[config.mk]
export PLATFORM = sky130hd
export DESIGN_NAME = lsir_regs
export DESIGN_NICKNAME = d
export VERILOG_FILES = /design/src/lsir_pkg.sv /design/src/lsir_regs.sv
export SDC_FILE = /design/constraint.sdc
export NUM_CORES = 1
export LEC_CHECK = 0
export BUFFER_PORTS_ARGS = -buffer_cell sky130_fd_sc_hd__buf_4
export CAP_MARGIN = 20
export CORE_ASPECT_RATIO = 0.75
export CORE_MARGIN = 2
export CORE_UTILIZATION = 34
export CTS_CLUSTER_DIAMETER = 60
export DETAILED_ROUTE_END_ITERATION = 8
export PLACE_DENSITY_LB_ADDON = 0.2
export SETUP_SLACK_MARGIN = 0.3
export SYNTH_ARGS = -nofsm -noshare
export SYNTH_HDL_FRONTEND = slang
export SYNTH_SLANG_ARGS = --single-unit
[constraint.sdc]
create_clock -name clk -period 1.4 [get_ports clk]
set_clock_uncertainty 0.2 [all_clocks]
set_input_delay 0.28 -clock clk [delete_from_list [all_inputs] [get_ports clk]]
set_output_delay 0.28 -clock clk [all_outputs]
set_load 0.01 [all_outputs]
[src/lsir_pkg.sv]
/*
  Package for the link status and identification register bank.
  Assumes a 32-bit AHB-Lite register bus with one word per register.
*/
`default_nettype none

package lsir_pkg;

  // Printed offsets are not multiples of four, so they are register indices.
  localparam logic [7:0] IDX_LINK_STATUS = 8'h14;
  localparam logic [7:0] IDX_RSVD_A = 8'h15;
  localparam logic [7:0] IDX_RSVD_B = 8'h16;
  localparam logic [7:0] IDX_RSVD_C = 8'h17;
  localparam logic [7:0] IDX_RSVD_D = 8'h18;
  localparam logic [7:0] IDX_RSVD_E = 8'h19;
  localparam logic [7:0] IDX_RSVD_F = 8'h1a;
  localparam logic [7:0] IDX_RSVD_G = 8'h1b;
  localparam logic [7:0] IDX_RSVD_H = 8'h1c;
  localparam logic [7:0] IDX_STRAP = 8'h1d;
  localparam logic [7:0] IDX_IDENT = 8'h1e;
  localparam logic [7:0] IDX_CAPREV = 8'h1f;

  // Reset and fixed read values of the reserved locations.
  localparam logic [7:0] RSVD_A_VAL = 8'h20;
  localparam logic [7:0] RSVD_B_VAL = 8'h30;
  localparam logic [7:0] RSVD_C_VAL = 8'h54;
  localparam logic [7:0] RSVD_D_VAL = 8'h30;
  localparam logic [7:0] RSVD_E_VAL = 8'hc8;
  localparam logic [7:0] RSVD_ZERO = 8'h00;

  // Link status field positions.
  localparam int PASS_BIT = 7;
  localparam int NEG_LSB = 2;
  localparam int POS_LSB = 0;

  // Wire fault codes.
  localparam logic [1:0] FAULT_SHORT_SUPPLY = 2'h0;
  localparam logic [1:0] FAULT_SHORT_GND = 2'h1;
  localparam logic [1:0] FAULT_NORMAL = 2'h2;
  localparam logic [1:0] FAULT_OPEN = 2'h3;

  // Strap readback positions.
  localparam int CABLE_TYPE_BIT = 7;
  localparam int CABLE_SEL_BIT = 6;
  localparam int BUS_SEL_BIT = 5;
  localparam int LCC_EN_BIT = 4;

  // Capability flag position.
  localparam int CAP_BIT = 4;

  // AHB-Lite encodings.
  localparam logic [1:0] HTRANS_NONSEQ = 2'h2;
  localparam logic [1:0] HTRANS_SEQ = 2'h3;
  localparam logic [2:0] HSIZE_WORD = 3'h2;
  localparam logic [31:0] RDATA_ZERO = 32'h0000_0000;

endpackage

`default_nettype wire

[src/lsir_regs.sv]
/*
  Link status and identification register bank, an AHB-Lite slave.
  Assumes the checker and line fault detectors run on clk; strap pins
  are asynchronous and are synchronised here.
*/
// Implementation choice: the AHB-Lite register port.
// How it works
// RULE1: pass flag reads 0 until test finishes.
// RULE2: pass flag becomes 1 on successful finish.
// RULE3: negative wire fault code, reset normal.
// RULE4: positive wire fault code, reset normal.
// RULE5: strap register shows live four input levels.
// RULE6: identity fields constant; writes everywhere ignored.
`timescale 1ns/100ps
`default_nettype none

module lsir_regs #(
  // Arbitrary identifier value.
  parameter logic [7:0] IDENT_VALUE = 8'h5a,
  // Arbitrary revision value.
  parameter logic [3:0] REVISION_VALUE = 4'h1,
  parameter logic CAPABLE = 1'b0
) (
  // Clock and reset.
  input wire logic clk,
  input wire logic rst_b,
  // AHB-Lite slave.
  input wire logic hsel,
  input wire logic [31:0] haddr,
  input wire logic [1:0] htrans,
  input wire logic hwrite,
  input wire logic [2:0] hsize,
  input wire logic [31:0] hwdata,
  input wire logic hready,
  output logic hreadyout,
  output logic hresp,
  output logic [31:0] hrdata,
  // Checker status from the link logic.
  input wire logic checker_start,
  input wire logic checker_done_ok,
  // Line fault detector codes.
  input wire logic [1:0] neg_wire_fault_code,
  input wire logic [1:0] pos_wire_fault_code,
  // Strap pins, asynchronous.
  input wire logic cable_type_level,
  input wire logic cable_select_level,
  input wire logic ctrl_bus_select_level,
  input wire logic local_ctrl_chan_enable_level,
  // Live status for local use.
  output logic checker_pass_flag
);

  logic pass_q, pass_d;
  logic [1:0] neg_q, pos_q;
  logic [3:0] strap_s1_q, strap_s2_q;
  logic rd_q;
  logic [7:0] idx_q;
  logic [31:0] rdata_q;

  // Strap pins are asynchronous; only the first synchroniser stage reads them.
  wire logic [3:0] strap_raw = {cable_type_level, cable_select_level,
    ctrl_bus_select_level, local_ctrl_chan_enable_level};
  // A transfer is taken only in a ready address phase; IDLE and BUSY slots are ignored.
  wire logic xfer = hsel && hready && (htrans == lsir_pkg::HTRANS_NONSEQ
    || htrans == lsir_pkg::HTRANS_SEQ);
  wire logic rd_req = xfer && !hwrite;
  // Writes are taken and answered OKAY, but nothing in the bank stores them.
  wire logic wr_req = xfer && hwrite;
  // The register index sits above the byte lane bits of the word address.
  wire logic [7:0] req_idx = haddr[9:2];

  // One compare per location keeps the decode flat for the read checks below.
  function automatic logic idx_hit(input logic [7:0] a, input logic [7:0] b);
    idx_hit = (a == b);
  endfunction

  wire logic hit_status = idx_hit(req_idx, lsir_pkg::IDX_LINK_STATUS);
  wire logic hit_rsvd_a = idx_hit(req_idx, lsir_pkg::IDX_RSVD_A);
  wire logic hit_rsvd_b = idx_hit(req_idx, lsir_pkg::IDX_RSVD_B);
  wire logic hit_rsvd_c = idx_hit(req_idx, lsir_pkg::IDX_RSVD_C);
  wire logic hit_rsvd_d = idx_hit(req_idx, lsir_pkg::IDX_RSVD_D);
  wire logic hit_rsvd_e = idx_hit(req_idx, lsir_pkg::IDX_RSVD_E);
  wire logic hit_rsvd_f = idx_hit(req_idx, lsir_pkg::IDX_RSVD_F);
  wire logic hit_rsvd_g = idx_hit(req_idx, lsir_pkg::IDX_RSVD_G);
  wire logic hit_rsvd_h = idx_hit(req_idx, lsir_pkg::IDX_RSVD_H);
  wire logic hit_strap = idx_hit(req_idx, lsir_pkg::IDX_STRAP);
  wire logic hit_ident = idx_hit(req_idx, lsir_pkg::IDX_IDENT);
  wire logic hit_caprev = idx_hit(req_idx, lsir_pkg::IDX_CAPREV);
  // Every other index reads as zero.
  wire logic hit_any = hit_status || hit_rsvd_a || hit_rsvd_b || hit_rsvd_c || hit_rsvd_d
    || hit_rsvd_e || hit_rsvd_f || hit_rsvd_g || hit_rsvd_h || hit_strap || hit_ident
    || hit_caprev;

  // RULE1: cleared at start of a test.
  // RULE2: set on successful finish; finish wins over start.
  assign pass_d = checker_done_ok ? 1'b1 : (checker_start ? 1'b0 : pass_q);

  always_ff @(posedge clk or negedge rst_b) begin
    if (!rst_b) begin
      pass_q <= 1'b0;
    end else begin
      pass_q <= pass_d;
    end
  end

  // RULE3: negative wire code, normal after reset.
  // RULE4: positive wire code, normal after reset.
  always_ff @(posedge clk or negedge rst_b) begin
    if (!rst_b) begin
      neg_q <= lsir_pkg::FAULT_NORMAL;
      pos_q <= lsir_pkg::FAULT_NORMAL;
    end else begin
      neg_q <= neg_wire_fault_code;
      pos_q <= pos_wire_fault_code;
    end
  end

  // RULE5: two-stage synchroniser on strap pins.
  always_ff @(posedge clk or negedge rst_b) begin
    if (!rst_b) begin
      strap_s1_q <= 4'h0;
      strap_s2_q <= 4'h0;
    end else begin
      strap_s1_q <= strap_raw;
      strap_s2_q <= strap_s1_q;
    end
  end

  wire logic [7:0] status_byte = {pass_q, 3'h0, neg_q, pos_q};
  wire logic [7:0] strap_byte = {strap_s2_q, 4'h0};
  wire logic [7:0] caprev_byte = {3'h0, CAPABLE, REVISION_VALUE};

  // RULE6: only constants and live status are read; writes store nothing.
  function automatic logic [7:0] read_mux(input logic [7:0] idx,
    input logic [7:0] st, input logic [7:0] sp, input logic [7:0] cr);
    case (idx)
      lsir_pkg::IDX_LINK_STATUS: read_mux = st;
      lsir_pkg::IDX_RSVD_A: read_mux = lsir_pkg::RSVD_A_VAL;
      lsir_pkg::IDX_RSVD_B: read_mux = lsir_pkg::RSVD_B_VAL;
      lsir_pkg::IDX_RSVD_C: read_mux = lsir_pkg::RSVD_C_VAL;
      lsir_pkg::IDX_RSVD_D: read_mux = lsir_pkg::RSVD_D_VAL;
      lsir_pkg::IDX_RSVD_E: read_mux = lsir_pkg::RSVD_E_VAL;
      lsir_pkg::IDX_STRAP: read_mux = sp;
      lsir_pkg::IDX_IDENT: read_mux = IDENT_VALUE;
      lsir_pkg::IDX_CAPREV: read_mux = cr;
      default: read_mux = lsir_pkg::RSVD_ZERO;
    endcase
  endfunction

  // Address is latched in the address phase; read data is sampled at that same
  // address-phase edge, so the read reflects status at that edge.
  always_ff @(posedge clk or negedge rst_b) begin
    if (!rst_b) begin
      rd_q <= 1'b0;
      idx_q <= 8'h00;
    end else begin
      rd_q <= rd_req;
      idx_q <= req_idx;
    end
  end

  always_ff @(posedge clk or negedge rst_b) begin
    if (!rst_b) begin
      rdata_q <= lsir_pkg::RDATA_ZERO;
    end else if (rd_req) begin
      rdata_q <= {24'h00_0000, read_mux(req_idx, status_byte, strap_byte, caprev_byte)};
    end
  end

  // Zero wait states: every transfer ends in its first data phase, always OKAY.
  assign hreadyout = 1'b1;
  assign hresp = 1'b0;
  assign hrdata = rdata_q;
  assign checker_pass_flag = pass_q;

  // RULE1: flag low after a start without finish.
  pass_clear_a: assert property (@(posedge clk) disable iff (!rst_b) // RULE1
    checker_start && !checker_done_ok |=> !checker_pass_flag)
    else $error("pass flag not cleared by test start");
  // RULE2: flag high after successful finish.
  pass_set_a: assert property (@(posedge clk) disable iff (!rst_b) // RULE2
    checker_done_ok |=> checker_pass_flag)
    else $error("pass flag not set by test finish");
  // RULE1: flag rises only on a finish.
  pass_cause_a: assert property (@(posedge clk) disable iff (!rst_b) // RULE1
    $rose(checker_pass_flag) |-> $past(checker_done_ok))
    else $error("pass flag rose without finish");
  // RULE3: status read shows negative code.
  neg_read_a: assert property (@(posedge clk) disable iff (!rst_b) // RULE3
    rd_req && req_idx == lsir_pkg::IDX_LINK_STATUS |=> hrdata[3:2] == $past(neg_q))
    else $error("negative fault code misread");
  // RULE4: status read shows positive code.
  pos_read_a: assert property (@(posedge clk) disable iff (!rst_b) // RULE4
    rd_req && req_idx == lsir_pkg::IDX_LINK_STATUS |=> hrdata[1:0] == $past(pos_q))
    else $error("positive fault code misread");
  // RULE5: strap bit follows pin after two edges.
  strap_sync_a: assert property (@(posedge clk) disable iff (!rst_b) // RULE5
    ##2 strap_s2_q == $past(strap_raw, 2))
    else $error("strap synchroniser latency wrong");
  // RULE5: strap read low nibble zero.
  strap_read_a: assert property (@(posedge clk) disable iff (!rst_b) // RULE5
    rd_req && req_idx == lsir_pkg::IDX_STRAP |=> hrdata[7:0] == {$past(strap_s2_q), 4'h0})
    else $error("strap readback wrong");
  // RULE6: identifier constant.
  ident_const_a: assert property (@(posedge clk) disable iff (!rst_b) // RULE6
    rd_req && req_idx == lsir_pkg::IDX_IDENT |=> hrdata == {24'h00_0000, IDENT_VALUE})
    else $error("identifier not constant");
  // RULE6: revision constant.
  caprev_const_a: assert property (@(posedge clk) disable iff (!rst_b) // RULE6
    rd_req && req_idx == lsir_pkg::IDX_CAPREV |=> hrdata[7:0] == caprev_byte)
    else $error("capability revision wrong");

  // Pass flag: reset value, hold, and its place in the status byte.
  // RULE1: flag low while in reset.
  pass_reset_a: assert property (@(posedge clk) // RULE1
    !rst_b |=> !checker_pass_flag)
    else $error("pass flag not low in reset");
  // RULE1: flag holds without start or finish.
  pass_hold_a: assert property (@(posedge clk) disable iff (!rst_b) // RULE1
    !checker_done_ok && !checker_start |=> $stable(checker_pass_flag))
    else $error("pass flag changed without cause");
  // RULE2: status read shows pass flag.
  pass_field_a: assert property (@(posedge clk) disable iff (!rst_b) // RULE2
    rd_req && hit_status |=> hrdata[lsir_pkg::PASS_BIT] == $past(checker_pass_flag))
    else $error("pass flag misread");

  // Wire fault codes: reset value, one-cycle tracking and the zero bits beside them.
  // RULE3: negative code normal in reset.
  neg_reset_a: assert property (@(posedge clk) // RULE3
    !rst_b |=> neg_q == lsir_pkg::FAULT_NORMAL)
    else $error("negative fault code reset wrong");
  // RULE4: positive code normal in reset.
  pos_reset_a: assert property (@(posedge clk) // RULE4
    !rst_b |=> pos_q == lsir_pkg::FAULT_NORMAL)
    else $error("positive fault code reset wrong");
  // RULE3: negative code tracks detector.
  neg_track_a: assert property (@(posedge clk) disable iff (!rst_b) // RULE3
    $past(rst_b) |-> neg_q == $past(neg_wire_fault_code))
    else $error("negative fault code not tracked");
  // RULE4: positive code tracks detector.
  pos_track_a: assert property (@(posedge clk) disable iff (!rst_b) // RULE4
    $past(rst_b) |-> pos_q == $past(pos_wire_fault_code))
    else $error("positive fault code not tracked");
  // RULE3: unused status bits read zero.
  status_rsvd_a: assert property (@(posedge clk) disable iff (!rst_b) // RULE3
    rd_req && hit_status |=> hrdata[lsir_pkg::PASS_BIT - 1 -: 3] == 3'h0)
    else $error("status reserved bits not zero");

  // Strap readback: each pin level three edges late, low nibble zero.
  // RULE5: strap low nibble zero.
  strap_low_a: assert property (@(posedge clk) disable iff (!rst_b) // RULE5
    rd_req && hit_strap |=> hrdata[lsir_pkg::LCC_EN_BIT - 1 -: 4] == 4'h0)
    else $error("strap low nibble not zero");
  // RULE5: cable type level read.
  cable_type_a: assert property (@(posedge clk) disable iff (!rst_b) // RULE5
    rd_req && hit_strap |=> hrdata[lsir_pkg::CABLE_TYPE_BIT] == $past(cable_type_level, 3))
    else $error("cable type level misread");
  // RULE5: cable select level read.
  cable_sel_a: assert property (@(posedge clk) disable iff (!rst_b) // RULE5
    rd_req && hit_strap |=> hrdata[lsir_pkg::CABLE_SEL_BIT] == $past(cable_select_level, 3))
    else $error("cable select level misread");
  // RULE5: bus select level read.
  bus_sel_a: assert property (@(posedge clk) disable iff (!rst_b) // RULE5
    rd_req && hit_strap |=>
    hrdata[lsir_pkg::BUS_SEL_BIT] == $past(ctrl_bus_select_level, 3))
    else $error("bus select level misread");
  // RULE5: local channel enable level read.
  lcc_en_a: assert property (@(posedge clk) disable iff (!rst_b) // RULE5
    rd_req && hit_strap |=>
    hrdata[lsir_pkg::LCC_EN_BIT] == $past(local_ctrl_chan_enable_level, 3))
    else $error("local channel enable level misread");

  // Fixed locations, unmapped reads and the bus answer.
  // RULE6: reserved location a fixed.
  rsvd_a_read_a: assert property (@(posedge clk) disable iff (!rst_b) // RULE6
    rd_req && hit_rsvd_a |=> hrdata == {24'h00_0000, lsir_pkg::RSVD_A_VAL})
    else $error("reserved location a wrong");
  // RULE6: reserved location b fixed.
  rsvd_b_read_a: assert property (@(posedge clk) disable iff (!rst_b) // RULE6
    rd_req && hit_rsvd_b |=> hrdata == {24'h00_0000, lsir_pkg::RSVD_B_VAL})
    else $error("reserved location b wrong");
  // RULE6: reserved location c fixed.
  rsvd_c_read_a: assert property (@(posedge clk) disable iff (!rst_b) // RULE6
    rd_req && hit_rsvd_c |=> hrdata == {24'h00_0000, lsir_pkg::RSVD_C_VAL})
    else $error("reserved location c wrong");
  // RULE6: reserved location d fixed.
  rsvd_d_read_a: assert property (@(posedge clk) disable iff (!rst_b) // RULE6
    rd_req && hit_rsvd_d |=> hrdata == {24'h00_0000, lsir_pkg::RSVD_D_VAL})
    else $error("reserved location d wrong");
  // RULE6: reserved location e fixed.
  rsvd_e_read_a: assert property (@(posedge clk) disable iff (!rst_b) // RULE6
    rd_req && hit_rsvd_e |=> hrdata == {24'h00_0000, lsir_pkg::RSVD_E_VAL})
    else $error("reserved location e wrong");
  // RULE6: reserved location f zero.
  rsvd_f_read_a: assert property (@(posedge clk) disable iff (!rst_b) // RULE6
    rd_req && hit_rsvd_f |=> hrdata == {24'h00_0000, lsir_pkg::RSVD_ZERO})
    else $error("reserved location f wrong");
  // RULE6: reserved location g zero.
  rsvd_g_read_a: assert property (@(posedge clk) disable iff (!rst_b) // RULE6
    rd_req && hit_rsvd_g |=> hrdata == {24'h00_0000, lsir_pkg::RSVD_ZERO})
    else $error("reserved location g wrong");
  // RULE6: reserved location h zero.
  rsvd_h_read_a: assert property (@(posedge clk) disable iff (!rst_b) // RULE6
    rd_req && hit_rsvd_h |=> hrdata == {24'h00_0000, lsir_pkg::RSVD_ZERO})
    else $error("reserved location h wrong");
  // RULE6: capability top bits zero.
  caprev_rsvd_a: assert property (@(posedge clk) disable iff (!rst_b) // RULE6
    rd_req && hit_caprev |=> hrdata[lsir_pkg::CAP_BIT + 3 -: 3] == 3'h0)
    else $error("capability reserved bits not zero");
  // RULE6: capability flag constant.
  cap_flag_a: assert property (@(posedge clk) disable iff (!rst_b) // RULE6
    rd_req && hit_caprev |=> hrdata[lsir_pkg::CAP_BIT] == CAPABLE)
    else $error("capability flag wrong");
  // RULE6: unmapped index reads zero.
  unmapped_zero_a: assert property (@(posedge clk) disable iff (!rst_b) // RULE6
    rd_req && !hit_any |=> hrdata == lsir_pkg::RDATA_ZERO)
    else $error("unmapped read not zero");
  // RULE6: upper read bits always zero.
  upper_zero_a: assert property (@(posedge clk) disable iff (!rst_b) // RULE6
    hrdata[31:8] == 24'h00_0000)
    else $error("upper read bits not zero");
  // RULE6: read data holds between reads.
  rdata_hold_a: assert property (@(posedge clk) disable iff (!rst_b) // RULE6
    !rd_req |=> $stable(hrdata))
    else $error("read data changed without read");
  // RULE6: every transfer answered OKAY.
  write_okay_a: assert property (@(posedge clk) disable iff (!rst_b) // RULE6
    xfer |-> hreadyout && !hresp)
    else $error("transfer not answered okay");

  pass_seen_c: cover property (@(posedge clk) disable iff (!rst_b)
    checker_start ##[1:20] checker_done_ok);
  fault_seen_c: cover property (@(posedge clk) disable iff (!rst_b)
    neg_q == lsir_pkg::FAULT_OPEN);
  write_seen_c: cover property (@(posedge clk) disable iff (!rst_b)
    (wr_req && hsize == lsir_pkg::HSIZE_WORD) ##1
    hwdata != lsir_pkg::RDATA_ZERO);
  strap_rd_c: cover property (@(posedge clk) disable iff (!rst_b)
    rd_req && req_idx == lsir_pkg::IDX_STRAP);
  rsvd_rd_c: cover property (@(posedge clk) disable iff (!rst_b)
    rd_req && hit_rsvd_e);

endmodule

`default_nettype wire

Word-level counts from Yosys, hierarchy flattened

Cells that the tools add are included.

Flip-flop bits (word level): 21
Output and inout port bits: 35
Logic and storage cells: 27

Eq/ne operators: 11
Muxes and demuxes: 3
Reductions and logical operators: 7

Operator list:

| kind                                                 | count |
|---|---|
| equality test 8 x 5 -> 1 bit (second input constant) | 9 |
| one-hot mux 8 bit (8 select lines)                   | 1 |
| equality test 2 bit (second input constant)          | 2 |
| logical AND 1 bit                                    | 3 |
| 2-to-1 mux 1 bit                                     | 2 |
| nonzero test 2 bit                                   | 1 |
| OR reduction 2 bit                                   | 1 |
| logical NOT 1 bit                                    | 1 |
| logical OR 1 bit                                     | 1 |

Logic depth before layout (Yosys ltp)

Depth after elaboration: 4
Mapped depth: 4

Worst setup path before layout

OpenSTA, ideal clock, no wires.

Path kind: input-to-reg
From: in haddr[4]
To: reg rdata_q[5], in the netlist hrdata[5]
Arrival time: 1.023 ns
Required time: 1.057 ns
Setup slack: 0.034 ns
Cell stages on the path: 4
Path buffers: 1
Cells stage by stage: buf_2 nor4bb_1 a2111oi_0 o22ai_1

Word-level cells in the longest chain between the ends: 3
Elaborated cells on any way between the ends: 11
Classes of those cells: 9 x eq/ne; 1 x mux; 1 x reduce/logical

RTL lines:

| item                                 | line             | source |
|---|---|---|
| start, declared                      | lsir_regs.sv:29  | `input wire logic [31:0] haddr,` |
| equality test 8 x 5 -> 1 bit         | lsir_regs.sv:136 | `case (idx)` |
| OR reduction 2 bit (no source line)  | --               |  |
| one-hot mux 8 bit (8 select lines) * | lsir_regs.sv:136 |  |
| end signal, assigned                 | lsir_regs.sv:164 | `rdata_q <= lsir_pkg::RDATA_ZERO;` |
| end signal, assigned                 | lsir_regs.sv:166 | `rdata_q <= {24'h00_0000, read_mux(req_idx, status_byte, strap_byte, caprev_byte)};` |
| end, declared                        | lsir_regs.sv:58  | `logic [31:0] rdata_q;` |

Mark *: on every way between the ends. The rest lies on a longest branch, timed or not.
A chain may end at the register's enable or synchronous reset.

Worst setup path after layout

From: reg rdata_q[0], in the netlist hrdata[0]
To: out hrdata[0]

RTL lines:

| item          | line            | source |
|---|---|---|
| end, declared | lsir_regs.sv:37 | `output logic [31:0] hrdata,` |

No word-level cell between the ends.

==> impl_metrics.toml <==
[power]
p_sw_share_pct = 25.3
p_int_uw = 984
p_leak_uw = 0.000876
clockPowerShare_pct = 29.8
power.total_uw = 1320
pwr-share-comb_pct = 21.6
ir_drop_uv = 535
switching_power_uw = 333
p_per_area_nw_per_um2 = 743
seqPwrFrac_pct = 48.7

[clocking]
cts_made_buffers = 3
cts_sinks = 21
cts.htree.levels = 1
clk_pin_slew_ns = 0.08
hold_buffers = 9
cts_root_buffer = "clkbuf_8"
clock_latency_ns = 0.26
clockBufferDepth = 2
tritoncts = "built"

[floorplanning]
die_w_um = 70.4
coreArea_um2 = 3220
start_util_pct = 34.9
rows = 18
dieArea_um2 = 3790
die_y_um = 53.8
io_pins = 119

[synth]
synth_top_cells_by_area = "dfrtp_1 (42%), buf_4 (17%), dfstp_2 (4.7%), o41ai_2 (2.9%), nand2_1 (2.7%)"
yosysUniqueCellTypes = 31
yosysSeqAreaShare_pct = 46.9
synthCells = 103
synthFlopType = "dfrtp_1"
yosysWarnings = 0
yosys.area.top_type = "dfrtp_1"
synth_edf_count = 0
synth_commonest_cells = "buf_4 (26), dfrtp_1 (19), nand2_1 (8)"
synth_area_um2 = 1120
async_flop_share_pct = 100
ys_ff_latch = 21
yosysTopAreaCellShare_pct = 42.3
post-synth-top-count-cell = "buf_4"
syn_avg_cell_area_um2 = 10.9

[cells_and_area]
nFillCells = 276
area_growth_pct = 57.5
layout.nets = 243
antennaDiodeCount = 0
drive_gt1_share_pct = 46.8
final_util_pct = 55.0

[critical_path]
path_delay_family = "flip-flops"
reg2reg_depth = 3
r2r-end = "hrdata[1]$_DFFE_PN0P_"
timing.rr.start = "pos_q[1]$_DFF_PN1_"
crit_arrival_ns = 0.79
setup.worst_path.start_class = "register"
slowest_stage = "dfrtp_1"
cp_cell_sequence = "buf_6"
critPathCaptureType = "output port"
slowest_delay_ns = 0.41
reg2reg_slack_ns = 0.21
critPathBufInv = 1
crit_required_ns = 0.92
cp_max_fo = 2
worstSetupPathType = "register to output port"

[routing]
postRouteAntennaNets = 0
drcViolationCount = 0
drtIter0Drc = 13
top_layer_used = "met4"
m1WireLength_um = 1020
wirelength_um = 2490
avgRoutedWirePerCell_um = 12.6
vias = 882
route.met2.wl_um = 1260
wl_met3_um = 205
firstDrtPassIters = 4
via_per_inst = 4.45

[grt]
grt_max_degree = 22
grt_overflow_total = 0
first_global_vias = 815
antenna_found_initial = 0
grt_pass1_wl_um = 3520
grt_util_all_layers_pct = 12.2

[timing]
fmax_ghz = 0.785
fin_ws_ns = 0.126
min_period_ns = 1.27
timing.hold.ws_ns = -0.0114
drv_slew = 0
finalCritPeriodShare_pct = 91.0
hold_viol_final = 1
setup_tns_ns = 0
rsz0062_at_grt = "yes"
finalSetupViolations = 0

[run_status]
violations = "negative hold slack"
outcome = "complete, but fails checks"

[place]
gp_congestion = 0.734
io_buffers = 32
pre_cts_slack_ns = -0.176
dp_hpwl_um = 1590

[flow_run]
maxCapViolations = 0

[min_path]
whs_path_depth = 2
min-delay-start = "checker_done_ok"
min_to = "checker_pass_flag$_DFFE_PN0P_"
hold_class = "input pin to register"
-- timing repair --
action,4_1_cts,5_1_grt
hold endpoints to repair,30,1
gates resized for setup,18,25
pin swaps,6,9
endpoints found under the setup margin,17,17
setup buffers,2,7
-- layout make-up --
cell class / count / area, um^2 / area share, %
clock buffer: 4 / 45.0 / 2.54
inverter: 6 / 22.5 / 1.27
multi-input combinational: 69 / 577 / 32.6
sequential: 21 / 528 / 29.8
tap: 40 / 50.0 / 2.82
timing repair buffer: 58 / 549 / 31.0
-- power by group through the flow --
stage | Clock, uW | Sequential, uW | Combinational [uW]
after global routing | 431 | 645 | 306
after global placement | 0 | 652 | 195
after detailed placement | 0 | 652 | 198
final | 392 | 641 | 284
after CTS | 406 | 641 | 234
after floorplan | 0 | 653 | 149
-- sequential cells by signal (all words and copies together) (netlist names) --
register / count
hrdata: 8
neg_q: 2
strap_s2_q: 4
checker_pass_flag: 1
pos_q: 2
strap_s1_q: 4
-- cell families (layout without fill, tap and decap cells) --
kind of cell           Yosys count  count (layout)  share of synthesized area (%)
buffers and inverters           37              68                           21.6
multiplexers                     2               2                           1.78
other                            2              26                          0.668
flip-flops                      21              21                           46.9
AO/OA/AOI/OAI                   17              17                           12.3
AND/OR/NAND/NOR                 23              23                           15.9
XOR/XNOR                         1               1                          0.779
-- how the worst max path moves through the flow --
stage	from	end	slack, ns	depth (start not counted)
finish	hrdata[0]$_DFFE_PN0P_	hrdata[0]	0.13	1
global route	hrdata[0]$_DFFE_PN0P_	hrdata[0]	0.1	1
CTS	hrdata[5]$_DFFE_PN0P_	hrdata[5]	0.12	1
detailed placement	haddr[8]	hrdata[1]$_DFFE_PN0P_	-0.18	4
global placement	haddr[8]	hrdata[1]$_DFFE_PN0P_	-0.16	4
floorplan	haddr[8]	hrdata[1]$_DFFE_PN0P_	0.10	3
-- stage by stage --
stage / instance area (um^2) / cells
2_1_floorplan: 1250 / 127
3_3_place_gp: 1380 / 176
3_5_place_dp: 1380 / 176
4_1_cts: 1600 / 191
5_1_grt: 1770 / 198
6_report: 1770 / 198
-- cells in the final DEF (no fill, tap or decap), types with 2 or more instances in the layout --
master / netlist / routed
inv_1: 6 / 6
buf_6: 0 / 15
nor4b_4: 1 / 3
o22ai_1: 2 / 2
dlygate4sd3_1: 0 / 9
clkbuf_8: 0 / 3
buf_4: 26 / 30
dfstp_2: 2 / 2
buf_8: 0 / 3
a31oi_1: 2 / 2
a21oi_1: 2 / 2
o31ai_2: 0 / 2
dfrtp_1: 19 / 19
nand2_4: 0 / 2
conb_1: 2 / 26
o41ai_2: 2 / 2
nand2_1: 8 / 6
nor3b_2: 0 / 2
mux2i_1: 2 / 2
-- routing by layer --
layer / vias up / GRT usage (%)
met5: - / 0
met4: 0 / 2.88
met3: 2 / 4.49
met2: 44 / 22.5
met1: 418 / 13.6
li1: 418 / -
(Power assumes the default switching activity.)
